## src/inc/mdm_map.svh

```systemverilog
// constants of the station-management serial engine
`ifndef MDM_MAP_SVH
`define MDM_MAP_SVH

// system clock and least management clock half period, in ns
`define MDM_CLK_NS 25
`define MDM_MDC_HALF_NS 200
// least time rounds up to whole system clock cycles
`define MDM_MDC_HALF_CYC ((`MDM_MDC_HALF_NS + `MDM_CLK_NS - 1) / `MDM_CLK_NS)

// frame bit positions, bit 0 is the first preamble bit
`define MDM_BIT_ST 6'h20
`define MDM_BIT_OP 6'h22
`define MDM_BIT_PHY 6'h24
`define MDM_BIT_PHY_LAST 6'h28
`define MDM_BIT_REG 6'h29
`define MDM_BIT_REG_LAST 6'h2D
`define MDM_BIT_TA 6'h2E
`define MDM_BIT_DAT 6'h30
`define MDM_BIT_LAST 6'h3F

// frame field values
`define MDM_PREAMBLE 32'hFFFF_FFFF
`define MDM_START 2'h1
`define MDM_OP_RD 2'h2
`define MDM_OP_WR 2'h1
`define MDM_TA_WR 2'h2
`define MDM_TA_RD 2'h3
`define MDM_RD_FILL 16'hFFFF

// phy status register and its link bit
`define MDM_REG_LINK 5'h01
`define MDM_LINK_POS 2

`endif

```

## src/inc/mdm_pkg.sv

```systemverilog
// types of the station-management serial engine
package mdm_pkg;

  typedef enum logic [1:0] {
    MDM_ST_IDLE = 2'h1,
    MDM_ST_FRAME = 2'h2
  } mdm_state_t;

endpackage : mdm_pkg

```

## src/inc/mdm_tick_if.sv

```systemverilog
// management clock strobes between frame engine and divider
`timescale 1ns/1ps
`default_nettype none

interface mdm_tick_if;
  logic run;
  logic rise;
  logic fall;
  logic level;

  modport ctl (output run, input rise, input fall, input level);
  modport gen (input run, output rise, output fall, output level);
endinterface : mdm_tick_if

`default_nettype wire
```

## src/hdl/mdm_clkdiv.sv

```systemverilog
// management clock divider with edge strobes
`timescale 1ns/1ps
`default_nettype none
`include "mdm_map.svh"

module mdm_clkdiv (
  input wire logic clk_sys,
  input wire logic rstn,
  input wire logic ce,
  mdm_tick_if.gen tick
);

  logic [7:0] cnt;
  logic level;
  wire tick_end = tick.run && ce && (cnt == 8'(`MDM_MDC_HALF_CYC - 1));

  assign tick.rise = tick_end && !level;
  assign tick.fall = tick_end && level;
  assign tick.level = level;

  // clock rests low and stops outside frames
  always_ff @(posedge clk_sys) begin
    if (!rstn || (ce && !tick.run)) begin
      cnt <= 8'h00;
      level <= 1'b0;
    end else if (ce) begin
      cnt <= tick_end ? 8'h00 : cnt + 8'h01;
      level <= tick_end ? !level : level;
    end
  end

endmodule : mdm_clkdiv

`default_nettype wire

```

## src/hdl/mdm_master.sv

```systemverilog
// station-management serial frame master for two phys
// Function
// RULE_01: with no frame in progress the data line is released and rests high.
// RULE_02: every frame opens with 32 one bits over 32 management clock cycles.
// RULE_03: a phy answers only after it has seen that 32-bit preamble.
// RULE_04: the preamble is followed by the start pattern zero then one.
// RULE_05: the opcode follows, binary 10 for read and binary 01 for write.
// RULE_06: a 5-bit phy address follows, most significant bit first.
// RULE_07: a 5-bit register address follows, most significant bit first.
// RULE_08: in a read the first turnaround bit is driven by nobody.
// RULE_09: in a read the phy drives zero in the second turnaround bit.
// RULE_10: in a write the master drives the turnaround as one then zero.
// RULE_11: the 16 data bits go most significant first, phy drives reads, master writes.
// RULE_12: the engine reaches two phys over the one shared clock and data pair.
// RULE_13: one bit per management clock, driven at the fall and read back at the rise.
// RULE_14: a finished read keeps its 16 data bits and releases the data line.
// RULE_15: when busy falls and the user mask is set the user interrupt fires and is recorded.
// RULE_16: a link change of the monitored phy raises the link interrupt when enabled.
`timescale 1ns/1ps
`default_nettype none
`include "mdm_map.svh"

module mdm_master import mdm_pkg::*; (
  input wire logic clk_sys,
  input wire logic rstn,
  input wire logic ce,
  input wire logic user_start,
  input wire logic user_read,
  input wire logic user_phy_sel,
  input wire logic [4:0] phy_addr_0,
  input wire logic [4:0] phy_addr_1,
  input wire logic [4:0] user_reg_addr,
  input wire logic [15:0] user_wdata,
  output logic go_busy,
  output logic [15:0] rd_data,
  output logic rd_valid,
  input wire logic user_irq_mask_set,
  input wire logic user_irq_clear,
  output logic user_access_done_irq,
  output logic user_irq_masked_status,
  input wire logic [4:0] monitored_phy_address,
  input wire logic link_irq_enable,
  input wire logic link_irq_clear,
  output logic link_change_irq,
  output logic link_irq_masked_status,
  output logic mgmt_serial_clock,
  input wire logic mdio_in,
  output logic mdio_out,
  output logic mdio_oe
);

  mdm_tick_if tick ();
  mdm_state_t state;
  logic [5:0] bit_idx;
  logic [63:0] frame_sr;
  logic [15:0] rd_sr;
  logic [4:0] cur_phy;
  logic [4:0] cur_reg;
  logic [15:0] cur_wdata;
  logic cur_read;
  logic mdio_meta;
  logic mdio_sync;
  logic go_prev;
  logic link_state;

  mdm_clkdiv u_div (
    .clk_sys(clk_sys),
    .rstn(rstn),
    .ce(ce),
    .tick(tick)
  );

  // RULE_12 two phys
  wire [4:0] sel_phy = user_phy_sel ? phy_addr_1 : phy_addr_0;
  wire take = ce && user_start && (state == MDM_ST_IDLE);
  wire [1:0] sel_op = user_read ? `MDM_OP_RD : `MDM_OP_WR;
  wire [1:0] sel_ta = user_read ? `MDM_TA_RD : `MDM_TA_WR;
  wire [15:0] sel_data = user_read ? `MDM_RD_FILL : user_wdata;
  // RULE_04 RULE_05 start and opcode
  // RULE_06 RULE_07 address fields, msb first
  // RULE_10 RULE_11 turnaround and data
  // RULE_02 preamble first
  wire [63:0] next_frame = {`MDM_PREAMBLE, `MDM_START, sel_op, sel_phy, user_reg_addr, sel_ta, sel_data};
  wire in_frame = (state == MDM_ST_FRAME);
  wire frame_end = in_frame && tick.fall && (bit_idx == `MDM_BIT_LAST);
  wire [5:0] next_bit = bit_idx + 6'h01;
  // RULE_13 capture at rise
  wire capture = in_frame && tick.rise && cur_read && (bit_idx >= `MDM_BIT_DAT);
  wire go_fall = go_prev && !go_busy;
  // RULE_16 link bit of monitored phy
  wire link_seen = rd_sr[`MDM_LINK_POS];
  wire link_evt = frame_end && cur_read && (cur_phy == monitored_phy_address) && (cur_reg == `MDM_REG_LINK)
    && (link_seen != link_state);

  assign tick.run = in_frame;
  assign mgmt_serial_clock = tick.level;

  // pin input, second flop alone reads the first
  always_ff @(posedge clk_sys) begin
    if (!rstn) begin
      mdio_meta <= 1'b1;
      mdio_sync <= 1'b1;
    end else if (ce) begin
      mdio_meta <= mdio_in;
      mdio_sync <= mdio_meta;
    end
  end

  always_ff @(posedge clk_sys) begin
    if (!rstn) begin
      state <= MDM_ST_IDLE;
      bit_idx <= 6'h00;
      frame_sr <= 64'hFFFF_FFFF_FFFF_FFFF;
      cur_phy <= 5'h00;
      cur_reg <= 5'h00;
      cur_wdata <= 16'h0000;
      cur_read <= 1'b0;
      go_busy <= 1'b0;
    end else if (ce) begin
      case (state)
        MDM_ST_IDLE: begin
          if (take) begin
            state <= MDM_ST_FRAME;
            bit_idx <= 6'h00;
            frame_sr <= next_frame;
            cur_phy <= sel_phy;
            cur_reg <= user_reg_addr;
            cur_wdata <= user_wdata;
            cur_read <= user_read;
            go_busy <= 1'b1;
          end
        end
        MDM_ST_FRAME: begin
          // RULE_13 one bit per fall
          if (frame_end) begin
            state <= MDM_ST_IDLE;
            frame_sr <= 64'hFFFF_FFFF_FFFF_FFFF;
            go_busy <= 1'b0;
          end else if (tick.fall) begin
            bit_idx <= next_bit;
            frame_sr <= {frame_sr[62:0], 1'b1};
          end
        end
        default: state <= MDM_ST_IDLE;
      endcase
    end
  end

  // RULE_01 released when idle
  always_ff @(posedge clk_sys) begin
    if (!rstn) begin
      mdio_oe <= 1'b0;
    end else if (ce) begin
      if (take) begin
        mdio_oe <= 1'b1;
      end else if (frame_end) begin
        mdio_oe <= 1'b0;
      // RULE_08 read turnaround undriven
      end else if (in_frame && tick.fall && cur_read && (next_bit == `MDM_BIT_TA)) begin
        mdio_oe <= 1'b0;
      end
    end
  end

  assign mdio_out = frame_sr[63];

  // RULE_14 keep read data
  always_ff @(posedge clk_sys) begin
    if (!rstn) begin
      rd_sr <= 16'h0000;
      rd_data <= 16'h0000;
      rd_valid <= 1'b0;
    end else if (ce) begin
      rd_valid <= frame_end && cur_read;
      if (capture) begin
        rd_sr <= {rd_sr[14:0], mdio_sync};
      end
      if (frame_end && cur_read) begin
        rd_data <= rd_sr;
      end
    end
  end

  // RULE_15 busy fall, set wins over clear
  always_ff @(posedge clk_sys) begin
    if (!rstn) begin
      go_prev <= 1'b0;
      user_access_done_irq <= 1'b0;
      user_irq_masked_status <= 1'b0;
    end else if (ce) begin
      go_prev <= go_busy;
      user_access_done_irq <= go_fall && user_irq_mask_set;
      user_irq_masked_status <= (go_fall && user_irq_mask_set) || (user_irq_masked_status && !user_irq_clear);
    end
  end

  // RULE_16 link change event
  always_ff @(posedge clk_sys) begin
    if (!rstn) begin
      link_state <= 1'b0;
      link_change_irq <= 1'b0;
      link_irq_masked_status <= 1'b0;
    end else if (ce) begin
      if (link_evt) begin
        link_state <= link_seen;
      end
      link_change_irq <= link_evt && link_irq_enable;
      link_irq_masked_status <= (link_evt && link_irq_enable) || (link_irq_masked_status && !link_irq_clear);
    end
  end

  wire [5:0] phy_rel = `MDM_BIT_PHY_LAST - bit_idx;
  wire [5:0] reg_rel = `MDM_BIT_REG_LAST - bit_idx;
  wire [5:0] dat_rel = `MDM_BIT_LAST - bit_idx;
endmodule : mdm_master

`default_nettype wire

```

## config.mk

```make
export PLATFORM = sky130hd
export DESIGN_NAME = mdm_master
export DESIGN_NICKNAME = d
export VERILOG_FILES = /design/src/inc/mdm_pkg.sv /design/src/inc/mdm_tick_if.sv /design/src/hdl/mdm_clkdiv.sv /design/src/hdl/mdm_master.sv
export VERILOG_INCLUDE_DIRS = /design/src /design/src/inc
export SDC_FILE = /design/constraint.sdc
export NUM_CORES = 1
export LEC_CHECK = 0
export BUFFER_PORTS_ARGS = -buffer_cell sky130_fd_sc_hd__buf_2
export CAP_MARGIN = 20
export CORE_AREA = 2 2 114 116
export CTS_CLUSTER_DIAMETER = 40
export DETAILED_ROUTE_END_ITERATION = 8
export DIE_AREA = 0 0 116 118
export PLACE_DENSITY = 0.72
export SYNTH_ARGS = -nofsm -noshare
export SYNTH_HDL_FRONTEND = slang
export SYNTH_SLANG_ARGS = --single-unit
```

## constraint.sdc

```tcl
create_clock -name clk_sys -period 2.44 [get_ports clk_sys]
set_clock_uncertainty 0.05 [all_clocks]
set_input_delay 0.61 -clock clk_sys [delete_from_list [all_inputs] [get_ports clk_sys]]
set_output_delay 0.61 -clock clk_sys [all_outputs]
set_load 0.02 [all_outputs]
```

==> summary.txt <==
Outcome
  – Outcome: finished, final reports clean

Clocking
  – CTS tree: built
  – Clock transition at path regs: around 0.06 ns
  – H-Tree Depth: 4
  – TritonCTS Buffers: 17
  – Worst skew pair latency: around 0.42 ns
  – Post-CTS setup repair buffer count: 0
  – Max Root-Sink Buffers: 2
  – Post_cts resized: 0
  – Sink Count: 135
  – Hold Buf Count CTS: 0
  – Clock root cell: clkbuf_16

Routing
  – Initial drt markers: 312
  – DRT antenna net count: 0
  – Routed WL per cell: between 10 and 15 um
  – Vias/cell: 5.24
  – DR pass1 iterations: 5
  – Total Routed Length: around 11 mm
  – Residual DRC: 0
  – Total number of vias: roughly 4600

Finish
  – Largest register by flop count: frame_sr
  – Post-layout nets: 736
  – Regs by FF count: frame_sr: 64 flops, rd_data: 16 flops, rd_sr: 16 flops
  – Flip-flop count of the largest register after layout: 64
  – Register area: about 2700 sq um
  – Antenna Cells: 0
  – Area of the multi-input gates: 2590 sq um
  – Syn-to-layout area delta: 20.1%
  – Fillcell total: around 1200
  – Share of post-route cells with drive strength above 1: 0.186
  – Final core utilization: 0.534

Synthesis
  – Synthesized area: around 5500 sq um
  – Mapped Nets: 680
  – Synth top area cells: dfxtp_1, nand2_1, a21boi_0
  – Yosys reg bits: ~140
  – Syn Inst Count: 630
  – Area fraction of the dominant cell type after synthesis: 0.490
  – Ys Warns: 0
  – Distinct cells, synth: 50
  – Post-synth ARST share: 0
  – Seq/Total Area, Yosys: 0.490
  – Ys flop type: dfxtp_1
  – Most instantiated library cell after synthesis: nand2_1
  – Syn avg cell area: between 8 and 9 sq um
  – Post-synth top cells: nand2_1, dfxtp_1, a21boi_0
  – EDFF count, synth: 0
  – Cell taking the most area after synthesis: dfxtp_1

GRT
  – First-pass GRT wire length: a little under 20 mm
  – Vias in the first global route: 4209
  – GR Util All Layers: 0.175
  – Initial antenna violation count: 0
  – GR Overflow Total: 0
  – Pin count of the biggest net entering global routing: 73

Placed design
  – DP Worst Slack: between 0.04 and 0.05 ns
  – Placer Congestion: between 0.7 and 0.8
  – Port Buf Inserts: 71
  – HPWL Detailed: about 7.6 mm

Timing
  – Pins Over Slew Limit: 0
  – Final min period: 2.25 ns
  – FMAX: 445 MHz
  – Worst Tran Pin Value: roughly 0.7 ns
  – Fin worst setup slack: between 0.15 and 0.2 ns
  – Unrepaired setup endpoints after global routing: no
  – Total negative slack: 0 ns
  – Worst slew margin: 0.525
  – Final setup violation count: 0
  – Final hold slack: around 0.36 ns
  – Crit share post-route: 0.921
  – Final Hold Viols: 0

Power
  – Leak Pwr: ~2.6 nW
  – Peak supply drop: about 0.00062 V
  – PwrDens: 791 nW/um^2

Die
  – Die Span Y: 118 um
  – Rows: 41
  – Num ports: 72
  – CORE AREA: 12400 sq um
  – Initial Utilization: 0.444
  – Die width: 116 um
  – Die ar.: ~14000 sq um

Worst setup path
  – CP required: approximately 2.7 ns
  – Crit end category: flop
  – Startpoint types: flop
  – Kind of critical path: reg2reg
  – CP startpoint: u_div.cnt[0]$_SDFFE_PP0P_
  – Crit path DAT: approximately 2.5 ns
  – Critical-path maximum fanout: 18
  – RR Startpoint: u_div.cnt[0]$_SDFFE_PP0P_

Hold path
  – Hold WC Path Type: in2reg
  – Worst hold start: mdio_in

Flow run
  – Max-cap violation count: 0
report_power, final:
group | total, mW | internal, mW | switching (mW)
Clock | 2.66 | 1.76 | 0.901
Sequential | 2.29 | 2.26 | 0.0324
Combinational | 0.292 | 0.128 | 0.164
routing by layer:
metal / track usage / part of all wire
met1: 0.228 / 0.46
met2: 0.274 / 0.47
met3: 0.0505 / 0.049
met4: 0.0670 / 0.019
met5: 0 / 0
through the flow:
| stage | instances | power (mW) | cell area (sq um) |
|---|---|---|---|
| after floorplan | 630 | 2.53 | 5520 |
| after global placement | 839 | 2.62 | 6000 |
| after detailed placement | 839 | 2.63 | 6000 |
| after CTS | 870 | 5.29 | 6630 |
| after global routing | 870 | 5.45 | 6630 |
| final | 870 | 5.25 | 6630 |
cell type report:
cell class,instances,area share
Clock buffer,24,0.0772
Clock inverter,7,0.0174
Inverter,2,0.00113
Multi-Input combinational cell,445,0.391
Sequential cell,135,0.408
Tap cell,172,0.0325
Timing Repair Buffer,85,0.0736
critical path, stage by stage, from the launching register on:
cell and delay (ns):
dfxtp_1 0.33, ha_1 0.26, nor4b_4 0.17, and4_1 0.23, nor2_2 0.55, buf_4 0.34, nor3_1 0.07, o21ai_0 0.16
path summary, 6_finish.rpt:
path	to	depth (start not counted)	slack, ns
setup / recovery	frame_sr[0]$_SDFFE_PN1P_	7	0.19
hold reg to reg	rd_data[10]$_SDFFE_PN0P_	2	0.40
hold / removal	mdio_meta$_SDFFE_PN1P_	3	0.36
setup reg to reg	frame_sr[0]$_SDFFE_PN1P_	7	0.19
kinds of logic after synthesis:
| group | count (synthesis) | share of synthesized area |
|---|---|---|
| DFF | 135 | 0.490 |
| buffers and inverters | 50 | 0.0410 |
| muxes | 9 | 0.0163 |
| and+or+nand+nor | 273 | 0.229 |
| xor gates and xnor gates | 13 | 0.0206 |
| adders and majority gates | 3 | 0.00680 |
| AOI/OAI and AO/OA | 147 | 0.196 |
placed cells by master (no fill, tap or decap), types with 6 or more instances in the layout:
| cell | netlist | layout |
|---|---|---|
| nor3_1 | 10 | 10 |
| o21ai_1 | 7 | 7 |
| clkbuf_8 | 0 | 6 |
| nand2_1 | 157 | 157 |
| nor2_1 | 35 | 35 |
| dfxtp_1 | 135 | 135 |
| o221ai_1 | 15 | 15 |
| o21ai_0 | 14 | 14 |
| nand3_1 | 24 | 24 |
| buf_4 | 2 | 13 |
| a21oi_1 | 9 | 9 |
| clkbuf_16 | 0 | 17 |
| mux2i_1 | 9 | 9 |
| buf_2 | 19 | 70 |
| nor2b_1 | 6 | 6 |
| and3_1 | 6 | 6 |
| o22ai_1 | 38 | 38 |
| xnor2_1 | 9 | 9 |
| a21boi_0 | 42 | 42 |
| nand4_1 | 7 | 7 |
(Power assumes the default switching activity.)
